[config.mk]
export PLATFORM = sky130hd
export DESIGN_NAME = osw_clock_ctrl
export DESIGN_NICKNAME = d
export VERILOG_FILES = /design/src/hdl/osw_clock_ctrl.v /design/src/hdl/osw_edge_check.v /design/src/hdl/osw_stop_ctrl.v
export VERILOG_INCLUDE_DIRS = /design/src /design/src/pkg
export SDC_FILE = /design/constraint.sdc
export NUM_CORES = 1
export LEC_CHECK = 0
export ABC_CLOCK_PERIOD_IN_PS = 4100
export BUFFER_PORTS_ARGS = -buffer_cell sky130_fd_sc_hd__buf_2
export CAP_MARGIN = 20
export CELL_PAD_IN_SITES_DETAIL_PLACEMENT = 0
export CELL_PAD_IN_SITES_GLOBAL_PLACEMENT = 1
export CORE_MARGIN = 2
export CORE_UTILIZATION = 43
export DETAILED_ROUTE_END_ITERATION = 8
export GPL_TIMING_DRIVEN = 0
export PLACE_DENSITY_LB_ADDON = 0.12
export SETUP_SLACK_MARGIN = 0.3
export SLEW_MARGIN = 20
export SYNTH_ARGS = -nofsm -noshare
export SYNTH_HDL_FRONTEND = slang
export SYNTH_SLANG_ARGS = --single-unit
export TNS_END_PERCENT = 10
[constraint.sdc]
create_clock -name hclk -period 4.1 [get_ports hclk]
set_input_delay 0.82 -clock hclk [delete_from_list [all_inputs] [get_ports hclk]]
set_output_delay 0.82 -clock hclk [all_outputs]
set_load 0.02 [all_outputs]
[src/pkg/osw_regs.vh]
// register map, field layout, reset values and timing for the clock source switch
// assumes a 100 MHz hclk and word-aligned AHB-Lite access
`ifndef OSW_REGS_VH
`define OSW_REGS_VH
// register indices and their byte addresses (index times four)
`define OSW_IDX_OPT_LOW   8'h1E
`define OSW_IDX_OPT_HIGH  8'h1F
`define OSW_IDX_OSC_CTRL  8'h36
`define OSW_IDX_PIN_CTRL  8'h0C
`define OSW_ADDR_OPT_LOW  8'h78
`define OSW_ADDR_OPT_HIGH 8'h7C
`define OSW_ADDR_OSC_CTRL 8'hD8
`define OSW_ADDR_PIN_CTRL 8'h30
// reset values
`define OSW_RST_OPT_LOW   8'h00
`define OSW_RST_OPT_HIGH  8'h00
`define OSW_RST_OSC_CTRL  8'h20
`define OSW_RST_PIN_CTRL  8'h00
// option register fields
`define OSW_BIT_OSC_IN_STOP 1
`define OSW_BIT_SHORT_REC   1
// oscillator control fields
`define OSW_EXT_OPT_HI  7
`define OSW_EXT_OPT_LO  6
`define OSW_INT_FRQ_HI  5
`define OSW_INT_FRQ_LO  4
`define OSW_EXT_RNG_HI  3
`define OSW_EXT_RNG_LO  2
`define OSW_BIT_GO      1
`define OSW_BIT_ENGAGED 0
`define OSW_BIT_CLK_OUT 0
// external option encodings
`define OSW_OPT_INTERNAL 2'h0
`define OSW_OPT_EXT_CLK  2'h1
`define OSW_OPT_RC       2'h2
`define OSW_OPT_XTAL     2'h3
// internal frequency encodings
`define OSW_FRQ_1MHZ  2'h0
`define OSW_FRQ_2MHZ  2'h1
`define OSW_FRQ_3M2HZ 2'h2
// fast clock is four times the bus rate: 4, 8 and 12.8 MHz at 100 MHz hclk
`define OSW_HCLK_KHZ      100000
`define OSW_FAST_1MHZ_KHZ 4000
`define OSW_FAST_2MHZ_KHZ 8000
`define OSW_FAST_3M2_KHZ  12800
`define OSW_EDGES_NEEDED  2
`define OSW_REC_LONG      4096
`define OSW_REC_SHORT     32
`endif

[src/hdl/osw_clock_ctrl.v]
// clock source controller: register slave, source switch, pin control, stop gating
// assumes all pins synchronous to hclk; clocks leave as one-cycle enable pulses
//
// Overview of operation
// - each option register takes one write per reset, later writes ignored
// - option registers sit at 0x1E and 0x1F and always read back
// - reset loads fixed defaults, all zero, into option registers
// - a programmed external option enables input pin, plus output for crystal
// - after go, two external rising edges are counted before switching
// - switch glitch-free, set engaged status, then stop internal oscillator
// - option and go both cleared returns to the internal source
// - external clock mode: input is fast clock, halved for half-rate clock
// - external clock mode forces clock output enable clear
// - crystal mode owns the output pin, clock output enable ignored
// - internal or RC: enable drives fast clock out, else port pin
// - stop clears the integration counter and gates the fast clock, and the half-rate clock unless oscillator-in-stop
// - oscillator-in-stop keeps the half-rate clock running in stop
// - recovery is 32 fast cycles with short select, else 4096
// - interrupt, reset or break ends stop; stacking waits for recovery
// - internal frequency field picks 1, 2 or 3.2 MHz
// - external range field picks low, medium or high crystal range
//
// Local design decision: the AHB-Lite register port.
`timescale 1ns/10ps
`include "osw_regs.vh"
module osw_clock_ctrl #(
	parameter REC_LONG  = `OSW_REC_LONG,
	parameter REC_SHORT = `OSW_REC_SHORT
) (
	input  wire        hclk,
	input  wire        hresetn,
	input  wire        hsel,
	input  wire [31:0] haddr,
	input  wire [1:0]  htrans,
	input  wire        hwrite,
	input  wire [2:0]  hsize,
	input  wire [31:0] hwdata,
	input  wire        hready,
	output reg  [31:0] hrdata,
	output wire        hreadyout,
	output wire        hresp,
	input  wire        clock_input_pin,
	output wire        clock_input_enable,
	output reg         clock_output_pin_o,
	output reg         clock_output_pin_oe,
	output wire        port_a_bit4_io_sel,
	output wire [1:0]  external_range_select,
	output wire        internal_osc_on,
	output reg         fast_system_clock,
	output reg         half_rate_system_clock,
	input  wire        stop_enter,
	input  wire        wake_irq,
	input  wire        wake_break,
	output wire        stop_active,
	output wire        sim_counter_clear,
	output wire        stacking_go
);
	localparam ST_INT    = 2'h0;
	localparam ST_CHECK  = 2'h1;
	localparam ST_SWITCH = 2'h2;
	localparam ST_EXT    = 2'h3;
	localparam DIV_1M  = `OSW_HCLK_KHZ / `OSW_FAST_1MHZ_KHZ;
	localparam DIV_2M  = `OSW_HCLK_KHZ / `OSW_FAST_2MHZ_KHZ;
	localparam DIV_3M2 = `OSW_HCLK_KHZ / `OSW_FAST_3M2_KHZ;
	localparam [7:0] RST_OSC = `OSW_RST_OSC_CTRL;
	localparam [7:0] RST_PIN = `OSW_RST_PIN_CTRL;

	// register storage
	reg [7:0] opt_low_reg;
	reg [7:0] opt_high_reg;
	reg       low_locked_reg;
	reg       high_locked_reg;
	reg [1:0] ext_opt_reg;
	reg [1:0] int_frq_reg;
	reg [1:0] ext_rng_reg;
	reg       go_reg;
	reg       engaged_reg;
	reg       clk_out_en_reg;

	// bus pipeline
	reg       wr_pend_reg;
	reg       rd_pend_reg;
	reg [7:0] addr_reg;

	// switch state and clocks
	reg [1:0] state_reg;
	reg       osc_off_reg;
	reg [4:0] div_cnt_reg;
	reg       ext_q_reg;
	reg       ext_prev_reg;
	reg       half_phase_reg;
	reg       out_toggle_reg;

	wire       take;
	wire       ext_rise;
	wire       int_tick;
	wire       fast_tick;
	wire       half_tick;
	wire       seen_two;
	wire       in_stop;
	wire [4:0] div_len;

	// fast-clock divisor for the chosen internal frequency
	function [4:0] frq_div;
		input [1:0] sel;
		begin
			case (sel)
				`OSW_FRQ_1MHZ:  frq_div = DIV_1M[4:0];
				`OSW_FRQ_2MHZ:  frq_div = DIV_2M[4:0];
				`OSW_FRQ_3M2HZ: frq_div = DIV_3M2[4:0];
				default:        frq_div = DIV_3M2[4:0];
			endcase
		end
	endfunction

	// address decode shared by read and write
	function [2:0] reg_sel;
		input [7:0] a;
		begin
			case (a)
				`OSW_ADDR_OPT_LOW:  reg_sel = 3'h1;
				`OSW_ADDR_OPT_HIGH: reg_sel = 3'h2;
				`OSW_ADDR_OSC_CTRL: reg_sel = 3'h3;
				`OSW_ADDR_PIN_CTRL: reg_sel = 3'h4;
				default:            reg_sel = 3'h0;
			endcase
		end
	endfunction

	// reads take one wait state so a write just before is visible
	assign hreadyout = ~rd_pend_reg;
	assign hresp     = 1'b0;
	assign take      = hsel && hready && htrans[1];

	always @(posedge hclk or negedge hresetn) begin
		if (!hresetn) begin
			wr_pend_reg <= 1'b0;
			rd_pend_reg <= 1'b0;
			addr_reg    <= 8'h00;
		end else begin
			if (hready) begin
				wr_pend_reg <= take && hwrite;
				rd_pend_reg <= take && !hwrite;
				if (take) begin
					addr_reg <= haddr[7:0];
				end
			end else begin
				rd_pend_reg <= 1'b0;
			end
		end
	end

	// read data, unmapped reads give zero
	always @(posedge hclk or negedge hresetn) begin
		if (!hresetn) begin
			hrdata <= 32'h00000000;
		end else if (rd_pend_reg) begin
			case (reg_sel(addr_reg))
				3'h1: hrdata <= {24'h000000, opt_low_reg};
				3'h2: hrdata <= {24'h000000, opt_high_reg};
				3'h3: hrdata <= {24'h000000, ext_opt_reg, int_frq_reg, ext_rng_reg, go_reg, engaged_reg};
				3'h4: hrdata <= {31'h00000000, clk_out_en_reg};
				default: hrdata <= 32'h00000000;
			endcase
		end
	end

	// once-writable option registers
	always @(posedge hclk or negedge hresetn) begin
		if (!hresetn) begin
			opt_low_reg     <= `OSW_RST_OPT_LOW;
			opt_high_reg    <= `OSW_RST_OPT_HIGH;
			low_locked_reg  <= 1'b0;
			high_locked_reg <= 1'b0;
		end else if (wr_pend_reg) begin
			if (reg_sel(addr_reg) == 3'h1 && !low_locked_reg) begin
				opt_low_reg    <= hwdata[7:0];
				low_locked_reg <= 1'b1;
			end
			if (reg_sel(addr_reg) == 3'h2 && !high_locked_reg) begin
				opt_high_reg    <= hwdata[7:0];
				high_locked_reg <= 1'b1;
			end
		end
	end

	// oscillator control and pin control, rewritable; pin control held clear in external clock mode
	always @(posedge hclk or negedge hresetn) begin
		if (!hresetn) begin
			ext_opt_reg    <= RST_OSC[`OSW_EXT_OPT_HI:`OSW_EXT_OPT_LO];
			int_frq_reg    <= RST_OSC[`OSW_INT_FRQ_HI:`OSW_INT_FRQ_LO];
			ext_rng_reg    <= RST_OSC[`OSW_EXT_RNG_HI:`OSW_EXT_RNG_LO];
			go_reg         <= RST_OSC[`OSW_BIT_GO];
			clk_out_en_reg <= RST_PIN[`OSW_BIT_CLK_OUT];
		end else begin
			if (wr_pend_reg && reg_sel(addr_reg) == 3'h3) begin
				ext_opt_reg <= hwdata[`OSW_EXT_OPT_HI:`OSW_EXT_OPT_LO];
				int_frq_reg <= hwdata[`OSW_INT_FRQ_HI:`OSW_INT_FRQ_LO];
				ext_rng_reg <= hwdata[`OSW_EXT_RNG_HI:`OSW_EXT_RNG_LO];
				go_reg      <= hwdata[`OSW_BIT_GO];
			end
			if (ext_opt_reg == `OSW_OPT_EXT_CLK) begin
				clk_out_en_reg <= 1'b0;
			end else if (wr_pend_reg && reg_sel(addr_reg) == 3'h4) begin
				clk_out_en_reg <= hwdata[`OSW_BIT_CLK_OUT];
			end
		end
	end

	assign external_range_select = ext_rng_reg;
	assign clock_input_enable    = ext_opt_reg != `OSW_OPT_INTERNAL;

	// external pin sampling and edge detection
	always @(posedge hclk or negedge hresetn) begin
		if (!hresetn) begin
			ext_q_reg    <= 1'b0;
			ext_prev_reg <= 1'b0;
		end else begin
			ext_q_reg    <= clock_input_pin;
			ext_prev_reg <= ext_q_reg;
		end
	end
	assign ext_rise = clock_input_enable && ext_q_reg && !ext_prev_reg;

	osw_edge_check #(
		.EDGES(`OSW_EDGES_NEEDED)
	) u_edge (
		.hclk       (hclk),
		.hresetn    (hresetn),
		.arm        (state_reg == ST_CHECK),
		.ext_rise   (ext_rise),
		.active_seen(seen_two)
	);

	// source switch sequence
	always @(posedge hclk or negedge hresetn) begin
		if (!hresetn) begin
			state_reg   <= ST_INT;
			engaged_reg <= 1'b0;
			osc_off_reg <= 1'b0;
		end else begin
			case (state_reg)
				ST_INT: begin
					if (go_reg && ext_opt_reg != `OSW_OPT_INTERNAL) begin
						state_reg <= ST_CHECK;
					end
				end
				ST_CHECK: begin
					if (!go_reg) begin
						state_reg <= ST_INT;
					end else if (seen_two) begin
						state_reg <= ST_SWITCH;
					end
				end
				// hand over just after an external edge so no short period slips out
				ST_SWITCH: begin
					if (!go_reg) begin
						state_reg <= ST_INT;
					end else if (ext_rise) begin
						engaged_reg <= 1'b1;
						state_reg   <= ST_EXT;
					end
				end
				ST_EXT: begin
					osc_off_reg <= 1'b1;
					if (!go_reg && ext_opt_reg == `OSW_OPT_INTERNAL) begin
						engaged_reg <= 1'b0;
						osc_off_reg <= 1'b0;
						state_reg   <= ST_INT;
					end
				end
				default: state_reg <= ST_INT;
			endcase
		end
	end
	assign internal_osc_on = ~osc_off_reg;

	// internal oscillator model as an enable divider
	assign div_len = frq_div(int_frq_reg);
	always @(posedge hclk or negedge hresetn) begin
		if (!hresetn) begin
			div_cnt_reg <= 5'h00;
		end else if (osc_off_reg || div_cnt_reg >= div_len - 5'h01) begin
			div_cnt_reg <= 5'h00;
		end else begin
			div_cnt_reg <= div_cnt_reg + 5'h01;
		end
	end
	assign int_tick = !osc_off_reg && div_cnt_reg == div_len - 5'h01;

	// engaged external source feeds the fast clock directly
	assign fast_tick = engaged_reg ? ext_rise : int_tick;
	assign half_tick = fast_tick && half_phase_reg;

	always @(posedge hclk or negedge hresetn) begin
		if (!hresetn) begin
			half_phase_reg <= 1'b0;
			out_toggle_reg <= 1'b0;
		end else if (fast_tick) begin
			half_phase_reg <= ~half_phase_reg;
			out_toggle_reg <= ~out_toggle_reg;
		end
	end

	osw_stop_ctrl #(
		.REC_LONG (REC_LONG),
		.REC_SHORT(REC_SHORT)
	) u_stop (
		.hclk      (hclk),
		.hresetn   (hresetn),
		.stop_enter(stop_enter),
		.wake      (wake_irq || wake_break),
		.short_sel (opt_high_reg[`OSW_BIT_SHORT_REC]),
		.fast_tick (fast_tick),
		.in_stop   (in_stop),
		.sim_clear (sim_counter_clear),
		.stack_go  (stacking_go)
	);
	assign stop_active = in_stop;

	// gated system clock enables
	always @(posedge hclk or negedge hresetn) begin
		if (!hresetn) begin
			fast_system_clock      <= 1'b0;
			half_rate_system_clock <= 1'b0;
		end else begin
			fast_system_clock      <= fast_tick && !in_stop;
			half_rate_system_clock <= half_tick && (!in_stop || opt_low_reg[`OSW_BIT_OSC_IN_STOP]);
		end
	end

	// clock output pin function
	always @(posedge hclk or negedge hresetn) begin
		if (!hresetn) begin
			clock_output_pin_o  <= 1'b0;
			clock_output_pin_oe <= 1'b0;
		end else begin
			case (ext_opt_reg)
				`OSW_OPT_XTAL: begin
					clock_output_pin_o  <= ~ext_q_reg;
					clock_output_pin_oe <= 1'b1;
				end
				`OSW_OPT_EXT_CLK: begin
					clock_output_pin_o  <= 1'b0;
					clock_output_pin_oe <= 1'b0;
				end
				default: begin
					clock_output_pin_o  <= clk_out_en_reg & out_toggle_reg;
					clock_output_pin_oe <= clk_out_en_reg;
				end
			endcase
		end
	end
	// pin free for port use whenever the clock path does not own it
	assign port_a_bit4_io_sel = (ext_opt_reg != `OSW_OPT_XTAL) && !clk_out_en_reg;
endmodule

[src/hdl/osw_edge_check.v]
// counts external rising edges while a switch-over is armed
// assumes ext_rise is a one-cycle pulse synchronous to hclk
`timescale 1ns/10ps
`include "osw_regs.vh"
module osw_edge_check #(
	parameter EDGES = `OSW_EDGES_NEEDED
) (
	input  wire hclk,
	input  wire hresetn,
	input  wire arm,
	input  wire ext_rise,
	output wire active_seen
);
	reg [3:0] edge_cnt_reg;
	// a dead source leaves the count short and the switch waiting
	always @(posedge hclk or negedge hresetn) begin
		if (!hresetn) begin
			edge_cnt_reg <= 4'h0;
		end else if (!arm) begin
			edge_cnt_reg <= 4'h0;
		end else if (ext_rise && edge_cnt_reg < EDGES[3:0]) begin
			edge_cnt_reg <= edge_cnt_reg + 4'h1;
		end
	end
	assign active_seen = arm && (edge_cnt_reg >= EDGES[3:0]);
endmodule

[src/hdl/osw_stop_ctrl.v]
// stop mode sequencing and recovery delay counter
// assumes fast_tick is the ungated fast clock enable pulse
`timescale 1ns/10ps
`include "osw_regs.vh"
module osw_stop_ctrl #(
	parameter REC_LONG  = `OSW_REC_LONG,
	parameter REC_SHORT = `OSW_REC_SHORT
) (
	input  wire hclk,
	input  wire hresetn,
	input  wire stop_enter,
	input  wire wake,
	input  wire short_sel,
	input  wire fast_tick,
	output reg  in_stop,
	output reg  sim_clear,
	output reg  stack_go
);
	reg        recovering_reg;
	reg [12:0] rec_cnt_reg;
	wire [12:0] rec_len = short_sel ? REC_SHORT[12:0] : REC_LONG[12:0];
	always @(posedge hclk or negedge hresetn) begin
		if (!hresetn) begin
			in_stop        <= 1'b0;
			sim_clear      <= 1'b0;
			stack_go       <= 1'b0;
			recovering_reg <= 1'b0;
			rec_cnt_reg    <= 13'h0000;
		end else begin
			sim_clear <= 1'b0;
			stack_go  <= 1'b0;
			if (stop_enter && !in_stop) begin
				in_stop   <= 1'b1;
				sim_clear <= 1'b1;
			end else if (in_stop && !recovering_reg && wake) begin
				recovering_reg <= 1'b1;
				rec_cnt_reg    <= 13'h0000;
			end else if (recovering_reg && fast_tick) begin
				if (rec_cnt_reg == rec_len - 13'h0001) begin
					recovering_reg <= 1'b0;
					in_stop        <= 1'b0;
					stack_go       <= 1'b1;
				end else begin
					rec_cnt_reg <= rec_cnt_reg + 13'h0001;
				end
			end
		end
	end
endmodule

==> metrics.yaml <==
global_routing:
  grt_max_degree: 44
  grt_pass1_wl_um: 13700
  groute.usage.overall_pct: 16.9
  grt_antenna_before_repair: 0
  grt_pass1_vias: 2732
  globalRouteOverflowTotal: 0
route:
  vias: 3004
  drt-total-wl_um: 8400
  avgViaCountPerCell: 5.06
  antenna_left: 0
  wl_per_cell_um: 14.1
  drc: 0
  dr.pass1.iters: 4
  drtIter0Drc: 82
layout:
  n_antenna_cell: 0
  post-route-cell-area_um2: 4830
  largest_reg_flops: 13
  post-route-util_pct: 52.0
  fillers: 915
  fin_nets: 548
  final_layout_size_suffix_gt1_share_pct: 29.7
  synthToLayoutAreaGrowth_pct: 17.2
  finalNonFillerCells: 594
yosys:
  avgSynthCellArea_um2: 10.9
  synthSimpleGateAreaFrac_pct: 15.5
  netlist_top_cells_area: "dfrtp_1 (49%), mux2_2 (9.8%), buf_4 (4.6%), ha_1 (3.0%), nor2_1 (2.3%)"
  synth_area_um2: 4120
  synth_top_cell_area_share_pct: 49.2
  synth_top_family_by_area: "simple AND/OR/NAND/NOR gates"
  async_reset_ff_share_pct: 100
  synth-edff-count: 0
  synth-xor-area-share_pct: 1.28
  yosys.area_share.adder_pct: 3.04
  ys.flop_type: "dfrtp_1"
  synth_largest_area_cell: "dfrtp_1"
  ys_seq_area_share_pct: 49.9
  synth.top_cells.by_count: "dfrtp_1 (81), mux2_2 (36), buf_4 (25), nor2_1 (25), nand2_1 (22)"
  synth_compound_area_share_pct: 12.4
  synth_cell_type_count: 57
  muxShareOfSynthArea_pct: 10.4
  synth_seq_cells: 82
  ys_warn_count: 0
  synth_most_common_cell: "dfrtp_1"
  synthCells: 378
floorplanning:
  start_util_pct: 44.3
  dieHeight_um: 102
  dieArea_um2: 10400
  coreArea_um2: 9280
  die_w_um: 102
  ios: 124
  placementRows: 35
placed_design:
  port_buffers: 46
  dpl.hpwl_um: 6060
  place_area_um2: 4630
  place_inst: 578
  place_ws_ps: 1270
  gp_congestion: 0.762
timing:
  worst_slack_ps: 1260
  fmax_mhz: 352
  drv_slew: 0
  slew_headroom_pct: 51.1
  post-route-period-util_pct: 69.3
  fin_skew_ps: 7.54
  fin_crit_ps: 2840
  setup_violations: 0
  timing.hold.ws_ps: 428
  hold_viol_final: 0
  final.setup.tns_ps: 0
  rsz0062_at_grt: "false"
  tightest_slew_ps: 729
clock_tree:
  cts_made_buffers: 9
  cts_tree: "yes"
  path_clk_slew_ps: 90
  clock_latency_ps: 350
  clockBufferDepth: 2
  holdBufCountCts: 0
  h-tree-depth: 3
  cts_root_buffer: "clkbuf_8"
  cts_sinks: 82
  post_cts_buffers: 0
  cts.repair.resized: 0
critical_path:
  cpPeakStageDelay_ps: 590
  cp_max_fo: 10
  cp_top_family: "simple AND/OR/NAND/NOR gates"
  cpMostUsedCell: "ha_1"
  cp.required_ps: 4370
  critPathKind: "reg2reg"
  cp-start-kind: "register"
  slowest_stage: "nor3_1"
  cp.arrival_ps: 3120
  worstPathCellList: "nor2_1 -> inv_1 -> ha_1 -> ha_1 -> nand4_1 -> nor4_1 -> nor3_1 -> clkbuf_1 -> o21ai_0 -> a21oi_1"
  end_kind: "register"
  critical_path_buf_inv_count: 2
pwr:
  leakage_nw: 2.32
  vdd_ir_drop_max_v: 0.000166
  p_per_area_nw_per_um2: 394
  total_power_mw: 1.90
run_status:
  status: "completed"
run:
  maxCapViolCount: 0
min_path:
  hp-class: "in2async"
metal layers:
metal	vias to the layer above	share of wire, %	GRT usage, %
li1	1487	-	-
met1	1438	49	24.7
met2	72	46	25.6
met3	7	3.8	3.28
met4	0	0.81	4.92
met5	-	0	0
worst reg2reg max path, stage by stage (launching register included):
cell,delay [ps]
dfrtp_1,410
nor2_1,190
inv_1,70
ha_1,300
ha_1,290
nand4_1,150
nor4_1,100
nor3_1,590
clkbuf_1,390
o21ai_0,150
a21oi_1,130
cells in the final DEF (no fill, tap or decap), types with 3 or more instances in the layout:
master and instances:
dfrtp_1 81, buf_2 47, mux2_2 36, buf_4 26, nor2_1 25, conb_1 25, nand2_1 22, inv_1 15
a21oi_1 13, o21ai_0 12, nand3_1 11, a22oi_1 10, ha_1 10, clkbuf_1 9, o31ai_1 9, or4_1 9
clkbuf_8 9, o2bb2ai_1 8, nor3_1 7, nand2b_1 6, a31oi_1 6, o22ai_1 4, nor2b_1 4, xnor2_1 4
nand4_1 3, and3_1 3, o32a_1 3, inv_6 3
report_power, final:
part | internal, mW | total, mW | switching, mW | leakage [nW]
logic | 0.156 | 0.342 | 0.186 | 1.14
clock network | 0.287 | 0.599 | 0.312 | 0.0966
registers | 0.891 | 0.961 | 0.0706 | 1.08
total | 1.33 | 1.90 | 0.568 | 2.32
path summary, 6_finish.rpt:
path / cells after the start / from / end / slack [ps]
worst min register to register: 0 / ext_q_reg$_DFF_PN0_ / ext_prev_reg$_DFF_PN0_ / 430
worst max-delay path: 10 / int_frq_reg[0]$_DFFE_PN0P_ / u_stop.rec_cnt_reg[12]$_DFFE_PN0P_ / 1260
max in group asynchronous: 2 / hresetn / int_frq_reg[1]$_DFFE_PN1P_ / 2990
worst min-delay path: 1 / hresetn / u_stop.rec_cnt_reg[0]$_DFFE_PN0P_ / 430
worst max register to register: 10 / int_frq_reg[0]$_DFFE_PN0P_ / u_stop.rec_cnt_reg[12]$_DFFE_PN0P_ / 1260
min in group hclk: 0 / ext_q_reg$_DFF_PN0_ / ext_prev_reg$_DFF_PN0_ / 430
cell families after synthesis:
kind of cell    Yosys count
compound gates           75
xor+xnor                  6
fa+ha+maj                10
buf+inv                  54
flops                    82
mux                      38
other cells               1
simple gates            112
area by class of cell:
class                      count  area, um^2  share of cell area (%)
tap                          129         161                    3.34
clock buffer                   9         124                    2.57
buffer                        38         248                    5.13
multi-input combinational    266        1850                    38.3
inverter                      16        60.1                    1.24
timing repair buffer          47         253                    5.24
sequential                    82        2050                    42.5
clock inverter                 7        76.3                    1.58
Power figures use the tool's default switching activity.
